**src/rtl/pam_cfg.svh**
```systemverilog
// Offsets, field positions, reset values and timing counts of the pixel address mapper
`ifndef PAM_CFG_SVH
`define PAM_CFG_SVH

// ----------------------------------------
// Register map
// ----------------------------------------
`define PAM_ADDR_W 8
`define PAM_DATA_W 16
`define CPA_OFS 8'h01
`define ROW_OFS 8'h02
`define CTRL_OFS 8'h03
`define PIXDATA_OFS 8'h04
`define STATUS_OFS 8'h05
`define DROPS_OFS 8'h06

// ----------------------------------------
// Field positions
// ----------------------------------------
`define CPA_COL_MSB 7
`define CPA_COL_LSB 2
`define CPA_REGION_BIT 1
`define CPA_PAIR_BIT 0
`define ROW_ROW_MSB 8
`define ROW_ROW_LSB 3
`define ROW_REGION_MSB 2
`define ROW_REGION_LSB 0
`define CTRL_EN_BIT 0
`define STATUS_BUSY_BIT 0
`define STATUS_HELD_BIT 1
`define STATUS_UPSET_BIT 2

// ----------------------------------------
// Reset values
// ----------------------------------------
`define CPA_RST 8'h00
`define ROW_RST 9'h000
`define CTRL_RST 1'b1

// ----------------------------------------
// Timing
// ----------------------------------------
`define CLK_PERIOD_NS 4
`define HIT_HOLD_NS 20000
`define HIT_HOLD_CYCLES (`HIT_HOLD_NS / `CLK_PERIOD_NS)
`define DEGLITCH_N 3

`endif

```
**src/rtl/pam_pkg.sv**
```systemverilog
// Types shared by the pixel address mapper
package pam_pkg;

  typedef enum logic [2:0] {
    ST_IDLE = 3'b001,
    ST_ADDR = 3'b010,
    ST_COUNT = 3'b100
  } rd_state_t;

  typedef struct packed {
    logic [15:0] rd_data;
    logic rec_valid;
    logic [15:0] rec_data;
    logic rec_last;
    logic hit_ready;
    logic hold_valid;
    logic [15:0] hold_addr;
    logic [15:0] hold_count;
    logic [12:0] age;
    logic [7:0] drop_cnt;
    logic [16:0] pix_addr;
    logic [7:0] pix_data;
    logic pix_wr;
    logic upset;
  } pam_state_t;

endpackage : pam_pkg

```
**src/rtl/pixel_address_mapper.sv**
```systemverilog
// Pixel address mapper: readout quad records, pixel-pair configuration addressing, upset-tolerant control
//
// Contract
// - Record address: column, row, region fields
// - Four 4-bit counts follow, left-most first
// - Column register: column, region bit, pair
// - Row register: row, upper three region bits
// - Configuration writes address 17-bit pixel pair
// - Global configuration in triple redundant storage
// - Hits kept unprotected, at most 20 us until the address word is sent
// - Control state triplicated and pause input deglitched
// - Pixel configuration held in plain storage
`timescale 1ns/1ps
`include "pam_cfg.svh"
module pixel_address_mapper import pam_pkg::*; #(
  parameter int HOLD_CYCLES = `HIT_HOLD_CYCLES
) (
  input wire logic mclk_in,
  input wire logic rst_in,
  input wire logic [`PAM_ADDR_W-1:0] addr_in,
  input wire logic [`PAM_DATA_W-1:0] wr_data_in,
  input wire logic wr_en_in,
  input wire logic rd_en_in,
  output logic [`PAM_DATA_W-1:0] rd_data_out,
  input wire logic hit_valid_in,
  input wire logic [5:0] hit_col_in,
  input wire logic [5:0] hit_row_in,
  input wire logic [3:0] hit_region_in,
  input wire logic [15:0] hit_count_in,
  output logic hit_ready_out,
  input wire logic pause_in,
  output logic rec_valid_out,
  output logic [15:0] rec_data_out,
  output logic rec_last_out,
  input wire logic rec_ready_in,
  output logic [16:0] pix_addr_out,
  output logic [7:0] pix_data_out,
  output logic pix_wr_out,
  output logic upset_out
);

  // ----------------------------------------
  // Global configuration storage
  // ----------------------------------------
  logic [7:0] cpa_q;
  logic [8:0] row_q;
  logic [0:0] ctrl_q;
  logic cpa_upset;
  logic row_upset;
  logic ctrl_upset;
  logic state_upset;
  logic pause_f;
  rd_state_t state_q;
  rd_state_t state_next;
  logic [2:0] state_bits;
  pam_state_t s_reg;
  pam_state_t s_next;

  tmr_reg #(
    .W(8),
    .RST(`CPA_RST)
  ) u_cpa (
    .mclk_in(mclk_in),
    .rst_in(rst_in),
    .load_in(wr_en_in && (addr_in == `CPA_OFS)),
    .d_in(wr_data_in[7:0]),
    .q_out(cpa_q),
    .upset_out(cpa_upset)
  );

  tmr_reg #(
    .W(9),
    .RST(`ROW_RST)
  ) u_row (
    .mclk_in(mclk_in),
    .rst_in(rst_in),
    .load_in(wr_en_in && (addr_in == `ROW_OFS)),
    .d_in(wr_data_in[8:0]),
    .q_out(row_q),
    .upset_out(row_upset)
  );

  tmr_reg #(
    .W(1),
    .RST(`CTRL_RST)
  ) u_ctrl (
    .mclk_in(mclk_in),
    .rst_in(rst_in),
    .load_in(wr_en_in && (addr_in == `CTRL_OFS)),
    .d_in(wr_data_in[`CTRL_EN_BIT]),
    .q_out(ctrl_q),
    .upset_out(ctrl_upset)
  );

  // ----------------------------------------
  // Protected control path
  // ----------------------------------------
  tmr_reg #(
    .W(3),
    .RST(ST_IDLE)
  ) u_state (
    .mclk_in(mclk_in),
    .rst_in(rst_in),
    .load_in(1'b1),
    .d_in(state_next),
    .q_out(state_bits),
    .upset_out(state_upset)
  );

  deglitch #(
    .N(`DEGLITCH_N)
  ) u_pause (
    .mclk_in(mclk_in),
    .rst_in(rst_in),
    .sig_in(pause_in),
    .sig_out(pause_f)
  );

  assign state_q = rd_state_t'(state_bits);

  // ----------------------------------------
  // Next-state logic
  // ----------------------------------------
  always_comb begin
    s_next = s_reg;
    state_next = state_q;
    s_next.pix_wr = 1'b0;
    s_next.rd_data = '0;

    // Register reads answer one cycle later; unmapped reads give zero
    if (rd_en_in) begin
      case (addr_in)
        `CPA_OFS: begin
          s_next.rd_data = {8'h00, cpa_q};
        end
        `ROW_OFS: begin
          s_next.rd_data = {7'h00, row_q};
        end
        `CTRL_OFS: begin
          s_next.rd_data = {15'h0000, ctrl_q};
        end
        `PIXDATA_OFS: begin
          s_next.rd_data = {8'h00, s_reg.pix_data};
        end
        `STATUS_OFS: begin
          s_next.rd_data = 16'h0000;
          s_next.rd_data[`STATUS_BUSY_BIT] = (state_q != ST_IDLE);
          s_next.rd_data[`STATUS_HELD_BIT] = s_reg.hold_valid;
          s_next.rd_data[`STATUS_UPSET_BIT] = s_reg.upset;
        end
        `DROPS_OFS: begin
          s_next.rd_data = {8'h00, s_reg.drop_cnt};
        end
        default: begin
          s_next.rd_data = '0;
        end
      endcase
    end

    // Pixel configuration goes straight to plain latches in the matrix
    if (wr_en_in && (addr_in == `PIXDATA_OFS)) begin
      s_next.pix_addr = {cpa_q[`CPA_COL_MSB:`CPA_COL_LSB],
                         row_q[`ROW_ROW_MSB:`ROW_ROW_LSB],
                         row_q[`ROW_REGION_MSB:`ROW_REGION_LSB],
                         cpa_q[`CPA_REGION_BIT],
                         cpa_q[`CPA_PAIR_BIT]};
      s_next.pix_data = wr_data_in[7:0];
      s_next.pix_wr = 1'b1;
    end

    // Upset flag: a new upset wins over a software clear
    if (wr_en_in && (addr_in == `STATUS_OFS) && wr_data_in[`STATUS_UPSET_BIT]) begin
      s_next.upset = 1'b0;
    end
    if (cpa_upset || row_upset || ctrl_upset || state_upset) begin
      s_next.upset = 1'b1;
    end

    // Software may also clear the drop counter
    if (wr_en_in && (addr_in == `DROPS_OFS)) begin
      s_next.drop_cnt = 8'h00;
    end

    // Hit store ages while its address is still unsent
    if (s_reg.hold_valid && (state_q != ST_COUNT) && (s_reg.age != 13'(HOLD_CYCLES))) begin
      s_next.age = s_reg.age + 13'h0001;
    end

    // Record emitter
    case (state_q)
      ST_IDLE: begin
        s_next.rec_valid = 1'b0;
        s_next.rec_last = 1'b0;
        if (s_reg.hold_valid) begin
          s_next.rec_valid = 1'b1;
          s_next.rec_data = s_reg.hold_addr;
          state_next = ST_ADDR;
        end
      end
      ST_ADDR: begin
        if (rec_ready_in) begin
          s_next.rec_data = s_reg.hold_count;
          s_next.rec_last = 1'b1;
          state_next = ST_COUNT;
        end else if (s_reg.age >= 13'(HOLD_CYCLES)) begin
          s_next.rec_valid = 1'b0;
          s_next.hold_valid = 1'b0;
          if (s_reg.drop_cnt != 8'hff) begin
            s_next.drop_cnt = s_reg.drop_cnt + 8'h01;
          end
          state_next = ST_IDLE;
        end
      end
      ST_COUNT: begin
        if (rec_ready_in) begin
          s_next.rec_valid = 1'b0;
          s_next.rec_last = 1'b0;
          s_next.hold_valid = 1'b0;
          state_next = ST_IDLE;
        end
      end
      default: begin
        s_next.rec_valid = 1'b0;
        s_next.rec_last = 1'b0;
        s_next.hold_valid = 1'b0;
        state_next = ST_IDLE;
      end
    endcase

    // Hit capture into unprotected storage; only taken when the store is empty
    if (hit_valid_in && s_reg.hit_ready) begin
      s_next.hold_valid = 1'b1;
      s_next.hold_addr = {hit_col_in, hit_row_in, hit_region_in};
      s_next.hold_count = hit_count_in;
      s_next.age = 13'h0000;
    end

    s_next.hit_ready = !s_next.hold_valid && ctrl_q[0] && !pause_f;
  end

  always_ff @(posedge mclk_in) begin
    if (rst_in) begin
      s_reg <= '0;
    end else begin
      s_reg <= s_next;
    end
  end

  // ----------------------------------------
  // Outputs
  // ----------------------------------------
  assign rd_data_out = s_reg.rd_data;
  assign hit_ready_out = s_reg.hit_ready;
  assign rec_valid_out = s_reg.rec_valid;
  assign rec_data_out = s_reg.rec_data;
  assign rec_last_out = s_reg.rec_last;
  assign pix_addr_out = s_reg.pix_addr;
  assign pix_data_out = s_reg.pix_data;
  assign pix_wr_out = s_reg.pix_wr;
  assign upset_out = s_reg.upset;

  // ----------------------------------------
  // Checks
  // ----------------------------------------
  a_record_address: assert property (
    @(posedge mclk_in) disable iff (rst_in)
    (hit_valid_in && hit_ready_out) |-> ##2
    (rec_valid_out && !rec_last_out &&
     rec_data_out == {$past(hit_col_in, 2), $past(hit_row_in, 2), $past(hit_region_in, 2)}))
    else $error("record address fields misplaced");

  a_count_word: assert property (
    @(posedge mclk_in) disable iff (rst_in)
    (rec_valid_out && !rec_last_out && rec_ready_in) |=>
    (rec_valid_out && rec_last_out && rec_data_out == s_reg.hold_count))
    else $error("count word did not follow address");

  a_col_fields: assert property (
    @(posedge mclk_in) disable iff (rst_in)
    (wr_en_in && addr_in == `PIXDATA_OFS) |=>
    (pix_addr_out[16:11] == $past(cpa_q[7:2]) && pix_addr_out[1] == $past(cpa_q[1])))
    else $error("column register fields misplaced");

  a_col_readback: assert property (
    @(posedge mclk_in) disable iff (rst_in)
    (rd_en_in && addr_in == `CPA_OFS) |=>
    (rd_data_out == {8'h00, $past(cpa_q)}))
    else $error("column register read back wrong");

  a_row_fields: assert property (
    @(posedge mclk_in) disable iff (rst_in)
    (wr_en_in && addr_in == `PIXDATA_OFS) |=>
    (pix_addr_out[10:5] == $past(row_q[8:3]) && pix_addr_out[4:2] == $past(row_q[2:0])))
    else $error("row register fields misplaced");

  a_row_readback: assert property (
    @(posedge mclk_in) disable iff (rst_in)
    (rd_en_in && addr_in == `ROW_OFS) |=>
    (rd_data_out == {7'h00, $past(row_q)}))
    else $error("row register read back wrong");

  // Back-to-back pixel writes keep the strobe high
  a_pair_write: assert property (
    @(posedge mclk_in) disable iff (rst_in)
    (wr_en_in && addr_in == `PIXDATA_OFS) |=>
    (pix_wr_out && pix_addr_out[0] == $past(cpa_q[0]) && pix_data_out == $past(wr_data_in[7:0])) ##1
    (pix_wr_out == $past(wr_en_in && addr_in == `PIXDATA_OFS)))
    else $error("pixel pair write wrong");

  a_cfg_load: assert property (
    @(posedge mclk_in) disable iff (rst_in)
    (wr_en_in && addr_in == `ROW_OFS) |=>
    (row_q == $past(wr_data_in[8:0])))
    else $error("row register not loaded");

  a_upset_sticky: assert property (
    @(posedge mclk_in) disable iff (rst_in)
    (upset_out && !(wr_en_in && addr_in == `STATUS_OFS && wr_data_in[`STATUS_UPSET_BIT])) |=>
    upset_out)
    else $error("upset flag lost without a clear");

  a_hold_limit: assert property (
    @(posedge mclk_in) disable iff (rst_in)
    (state_q == ST_ADDR && s_reg.age >= 13'(HOLD_CYCLES) && !rec_ready_in) |=>
    (!rec_valid_out && !s_reg.hold_valid))
    else $error("stale hit not dropped");

  a_single_hit: assert property (
    @(posedge mclk_in) disable iff (rst_in)
    (hit_valid_in && hit_ready_out) |=>
    (!hit_ready_out && s_reg.hold_valid))
    else $error("hit store accepted a second hit");

  a_state_onehot: assert property (
    @(posedge mclk_in) disable iff (rst_in)
    $onehot(state_bits) && (rec_valid_out == (state_q != ST_IDLE)))
    else $error("emitter state corrupt");

  a_pixel_plain: assert property (
    @(posedge mclk_in) disable iff (rst_in)
    !(wr_en_in && addr_in == `PIXDATA_OFS) |=>
    (pix_data_out == $past(pix_data_out) && !pix_wr_out))
    else $error("pixel data changed without a write");

endmodule : pixel_address_mapper

```
**src/rtl/tmr_reg.sv**
```systemverilog
// Triple redundant register with majority vote and continuous correction
`timescale 1ns/1ps
module tmr_reg #(
  parameter int W = 8,
  parameter logic [W-1:0] RST = '0
) (
  input wire logic mclk_in,
  input wire logic rst_in,
  input wire logic load_in,
  input wire logic [W-1:0] d_in,
  output logic [W-1:0] q_out,
  output logic upset_out
);
  typedef struct packed {
    logic [W-1:0] a;
    logic [W-1:0] b;
    logic [W-1:0] c;
  } tmr_t;

  tmr_t s_reg;
  tmr_t s_next;
  logic [W-1:0] vote;

  always_comb begin
    vote = (s_reg.a & s_reg.b) | (s_reg.a & s_reg.c) | (s_reg.b & s_reg.c);
    upset_out = (s_reg.a != s_reg.b) || (s_reg.a != s_reg.c);
    q_out = vote;
    // Rewriting all copies with the vote scrubs a single upset
    if (load_in) begin
      s_next = '{a: d_in, b: d_in, c: d_in};
    end else begin
      s_next = '{a: vote, b: vote, c: vote};
    end
  end

  always_ff @(posedge mclk_in) begin
    if (rst_in) begin
      s_reg <= '{a: RST, b: RST, c: RST};
    end else begin
      s_reg <= s_next;
    end
  end

  a_scrub_copies: assert property (
    @(posedge mclk_in) disable iff (rst_in)
    !load_in |=> (s_reg.a == $past(vote)) && (s_reg.b == s_reg.a) && (s_reg.c == s_reg.a))
    else $error("copies not corrected to vote");

endmodule : tmr_reg

```
**src/rtl/deglitch.sv**
```systemverilog
// Deglitch filter: output follows input only after N equal samples
`timescale 1ns/1ps
module deglitch #(
  parameter int N = 3
) (
  input wire logic mclk_in,
  input wire logic rst_in,
  input wire logic sig_in,
  output logic sig_out
);
  typedef struct packed {
    logic [N-1:0] hist;
    logic out;
  } dg_t;

  dg_t s_reg;
  dg_t s_next;

  always_comb begin
    s_next = s_reg;
    s_next.hist = {s_reg.hist[N-2:0], sig_in};
    if (s_reg.hist == {N{1'b1}}) begin
      s_next.out = 1'b1;
    end else if (s_reg.hist == {N{1'b0}}) begin
      s_next.out = 1'b0;
    end
  end

  always_ff @(posedge mclk_in) begin
    if (rst_in) begin
      s_reg <= '0;
    end else begin
      s_reg <= s_next;
    end
  end

  assign sig_out = s_reg.out;

  a_filter_steady: assert property (
    @(posedge mclk_in) disable iff (rst_in)
    (s_reg.out != $past(s_reg.out)) |-> ($past(s_reg.hist) == {N{s_reg.out}}))
    else $error("filter output changed without steady input");

endmodule : deglitch

```
**config.mk**
```make
export PLATFORM = sky130hd
export DESIGN_NAME = pixel_address_mapper
export DESIGN_NICKNAME = d
export VERILOG_FILES = /design/src/rtl/pam_pkg.sv /design/src/rtl/pixel_address_mapper.sv /design/src/rtl/tmr_reg.sv /design/src/rtl/deglitch.sv
export VERILOG_INCLUDE_DIRS = /design/src /design/src/rtl
export SDC_FILE = /design/constraint.sdc
export NUM_CORES = 1
export LEC_CHECK = 0
export BUFFER_PORTS_ARGS = -buffer_cell sky130_fd_sc_hd__buf_2
export CAP_MARGIN = 20
export CORE_AREA = 5 5 126 152
export DETAILED_ROUTE_END_ITERATION = 8
export DIE_AREA = 0 0 131 157
export GPL_TIMING_DRIVEN = 0
export HOLD_SLACK_MARGIN = 0.1
export PLACE_DENSITY = 0.65
export REMOVE_ABC_BUFFERS = 1
export SLEW_MARGIN = 25
export SYNTH_ARGS = -nofsm -noshare
export SYNTH_HDL_FRONTEND = slang
export SYNTH_SLANG_ARGS = --single-unit
```
**constraint.sdc**
```tcl
create_clock -name mclk_in -period 3.44 [get_ports mclk_in]
set_clock_uncertainty 0.2 [all_clocks]
set_input_delay 0.688 -clock mclk_in [delete_from_list [all_inputs] [get_ports mclk_in]]
set_output_delay 0.688 -clock mclk_in [all_outputs]
set_load 0.01 [all_outputs]
```
==> impl_metrics.py <==
metrics = {
    "job": {
        "cap_violations": 0,
    },
    "setup_path": {
        "reg2reg_to": "rec_data_out[13]",
        "critPathMaxFanout": 8,
        "reg2reg_slack_ns": 1.28,
        "required_ns": 3.53,
        "cp_top_family": "simple AND/OR/NAND/NOR gates",
        "cpMostUsedCell": "buf_2",
        "crit_slowest_cell": "or4_4",
        "cp_cell_sequence": "buf_2 > or4_4 > nor4_2 > buf_2 > buf_4 > buf_2 > mux2i_1 > nor2_1",
        "crit_arrival_ns": 2.88,
        "worstReg2RegStart": "u_state.s_reg[8]",
        "slowest_delay_ns": 0.61,
        "endpoint_kind": "register",
        "crit_buf_inv": 4,
        "crit_type": "primary input to register",
        "reg2reg_depth": 4,
        "worstSetupStartpointType": "primary input",
    },
    "yosys": {
        "synthSimpleGateAreaFrac": 0.2079,
        "synth_edf_count": 0,
        "synth_top_family_by_area": "simple AND/OR/NAND/NOR gates",
        "synth_cell_types": 56,
        "ys_ff_latch": 133,
        "synth_largest_area_cell": "dfxtp_1",
        "yosysSeqAreaShare": 0.4410,
        "synth_top_area_frac": 0.4410,
        "syn_area_sq_um": 6037,
        "yosysWarnings": 0,
        "async_flop_share": 0,
        "synth_flop_cell": "dfxtp_1",
        "yosys-top-cells-area": "dfxtp_1 44%, mux2i_1 8.5%, buf_4 7.6%",
        "synth_compound_area_frac": 0.1343,
        "synthAdderAreaFrac": 0.006218,
        "synth-xor-area-share": 0.01306,
        "netlist_instances": 704,
        "synthMuxAreaShare": 0.08642,
        "syn_avg_cell_area_sq_um": 8.575,
    },
    "place": {
        "place_area_sq_um": 6414,
        "port_buffers": 109,
        "finalWeightedCongestion": 0.8008,
        "hpwl_mm": 10.17,
    },
    "timing": {
        "tightest_slew_ns": 0.8928,
        "hold_viol": 0,
        "rsz0062_at_grt": "no",
        "maxSlewViolCount": 0,
        "slew-limit-headroom": 0.4002,
        "fin_crit_ns": 2.794,
        "timing.fmax_mhz": 357.9,
        "min_period_over_period": 0.8122,
        "setup_viol": 0,
        "tns_ns": 0,
    },
    "worst_hold_path": {
        "hold_end": "u_pause.sig_out",
        "hold_path_startpoint": "u_pause.s_reg[3]",
        "hold_class": "register to register",
        "hold_path_depth": 2,
    },
    "global_routing": {
        "grt_max_degree": 62,
        "grtUsageMet3": 0.04922,
        "first_global_vias": 4712,
        "grt.busiest_layer": "met2",
        "globalRouteOverflowTotal": 0,
        "use_met2": 0.2287,
        "antenna_found_initial": 1,
        "grt_use_met1": 0.1848,
        "grt_pass1_wl_mm": 23.72,
        "grtUsageTotal": 0.1447,
    },
    "finish": {
        "antenna_cells": 0,
        "fill_cells": 1722,
        "utilization": 0.4068,
        "seq_area_sq_um": 2664,
        "multi_input_area_sq_um": 2768,
        "final_layout_size_suffix_gt1_frac": 0.2197,
        "largest_register_ffs": 54,
        "design_area_sq_um": 7068,
        "syn2layout_area_growth_pct": 17.08,
        "nets": 813,
    },
    "floorplanning": {
        "die_x_um": 131,
        "initial_core_util": 0.3475,
        "rows": 53,
        "dieArea_sq_um": 20570,
        "io_pins": 125,
        "fp.coreArea_sq_um": 17370,
        "die_h_um": 157,
    },
    "route": {
        "firstDrtPassIters": 6,
        "first_iter_violations": 293,
        "drc": 0,
        "antenna_left": 0,
        "vias_per_cell": 5.082,
        "vias": 4980,
        "wl_per_cell_um": 15.15,
        "finalWirelength_mm": 14.85,
    },
    "cts": {
        "clockRootBuffer": "clkbuf_16",
        "cts_tree": "done",
        "clk-insertion-delay-late_ns": 0.42,
        "cts.sink_count": 133,
        "hold_buffers": 0,
        "cts_setup_buffers": 0,
        "cts_buffer_depth": 2,
        "cts_buffers": 17,
        "clk_pin_slew_ns": 0.05,
        "cts_resized": 0,
        "htreeDepth": 4,
    },
    "power": {
        "ir_drop_v": 0.0003730,
        "p_leak_nw": 2.650,
        "power.density_nw_per_um2": 543.3,
    },
    "outcome": {
        "status": "finished clean",
    },
}
==> logic make-up after synthesis <==
| family | Yosys count |
|---|---|
| AOI/OAI and AO/OA | 122 |
| xor gates and xnor gates | 9 |
| adders and majority gates | 3 |
| buffers and inverters | 114 |
| DFF | 133 |
| muxes | 52 |
| other | 1 |
| and+or+nand+nor | 270 |
==> tightest hold or removal path: stages, from the launching register on <==
cell and delay (ns):
dfxtp_1 0.30, nand2_1 0.05, a21oi_1 0.05
==> cell usage in the layout (no fill, tap or decap), types with 9 or more instances in the layout <==
cell,netlist,routed
dfxtp_1,133,132
buf_2,2,114
nand2_1,102,101
nor2_1,76,76
mux2i_1,51,51
a21oi_1,50,49
nand3_1,32,32
clkbuf_16,0,17
a311oi_1,16,16
o21ai_0,12,12
inv_1,11,11
o211ai_1,10,10
or3_1,9,9
==> per-stage QoR <==
step / hold WS (ns) / instances / total power, mW / worst slack (ns)
2_1_floorplan: 0.2113 / 608 / 1.761 / -2.105
3_3_place_gp: 0.2283 / 937 / 1.884 / -3.813
3_5_place_dp: 0.2383 / 948 / 1.900 / 0.2981
4_1_cts: 0.2414 / 980 / 3.876 / 0.7111
5_1_grt: 0.2663 / 980 / 3.980 / 0.5585
6_report: 0.2369 / 980 / 3.840 / 0.6461
==> cell type report <==
class / count / area share
tap: 220 / 0.03894
multi-input combinational: 464 / 0.3916
timing repair buffer: 120 / 0.09435
inverter: 11 / 0.005842
clock buffer: 23 / 0.07187
clock inverter: 9 / 0.02053
sequential: 133 / 0.3769
==> per-layer routing <==
metal  routed length, um  share of wire
met5                   7        0.00047
met4                 243          0.016
met1                6449           0.43
met3                1200          0.081
met2                6945           0.47
==> cells in the mapped netlist (all sizes together), types with 3 or more instances <==
| cell type | instances |
|---|---|
| ha | 3 |
| a21oi | 50 |
| mux2i | 51 |
| a22oi | 6 |
| and3 | 3 |
| nand2b | 3 |
| nor2b | 6 |
| a211oi | 5 |
| nor2 | 76 |
| nor3 | 7 |
| xnor2 | 3 |
| and2 | 4 |
| buf | 66 |
| nand4 | 6 |
| xor2 | 6 |
| o2bb2ai | 6 |
| nand2 | 102 |
| nor4 | 7 |
| inv | 11 |
| o21ai | 12 |
| nand3b | 3 |
| a311oi | 16 |
| dfxtp | 133 |
| clkbuf | 37 |
| nand3 | 32 |
| or4 | 6 |
| o211ai | 10 |
| or3 | 9 |
==> where the power goes <==
part / switching, mW / total [mW] / internal, mW
registers: 0.0352 / 1.62 / 1.59
logic: 0.149 / 0.244 / 0.0948
clock network: 0.652 / 1.97 / 1.32
==> worst max path at each step <==
stage / from / endpoint / cells past startpoint
floorplan: addr_in[7] / pix_addr_out[0] / 4
global placement: addr_in[7] / pix_addr_out[9] / 5
detailed placement: addr_in[7] / pix_addr_out[3] / 8
CTS: addr_in[7] / pix_addr_out[1] / 8
global route: addr_in[7] / pix_addr_out[3] / 8
finish: addr_in[7] / pix_addr_out[1] / 8
Note: power is estimated with default switching activity, not from simulation.
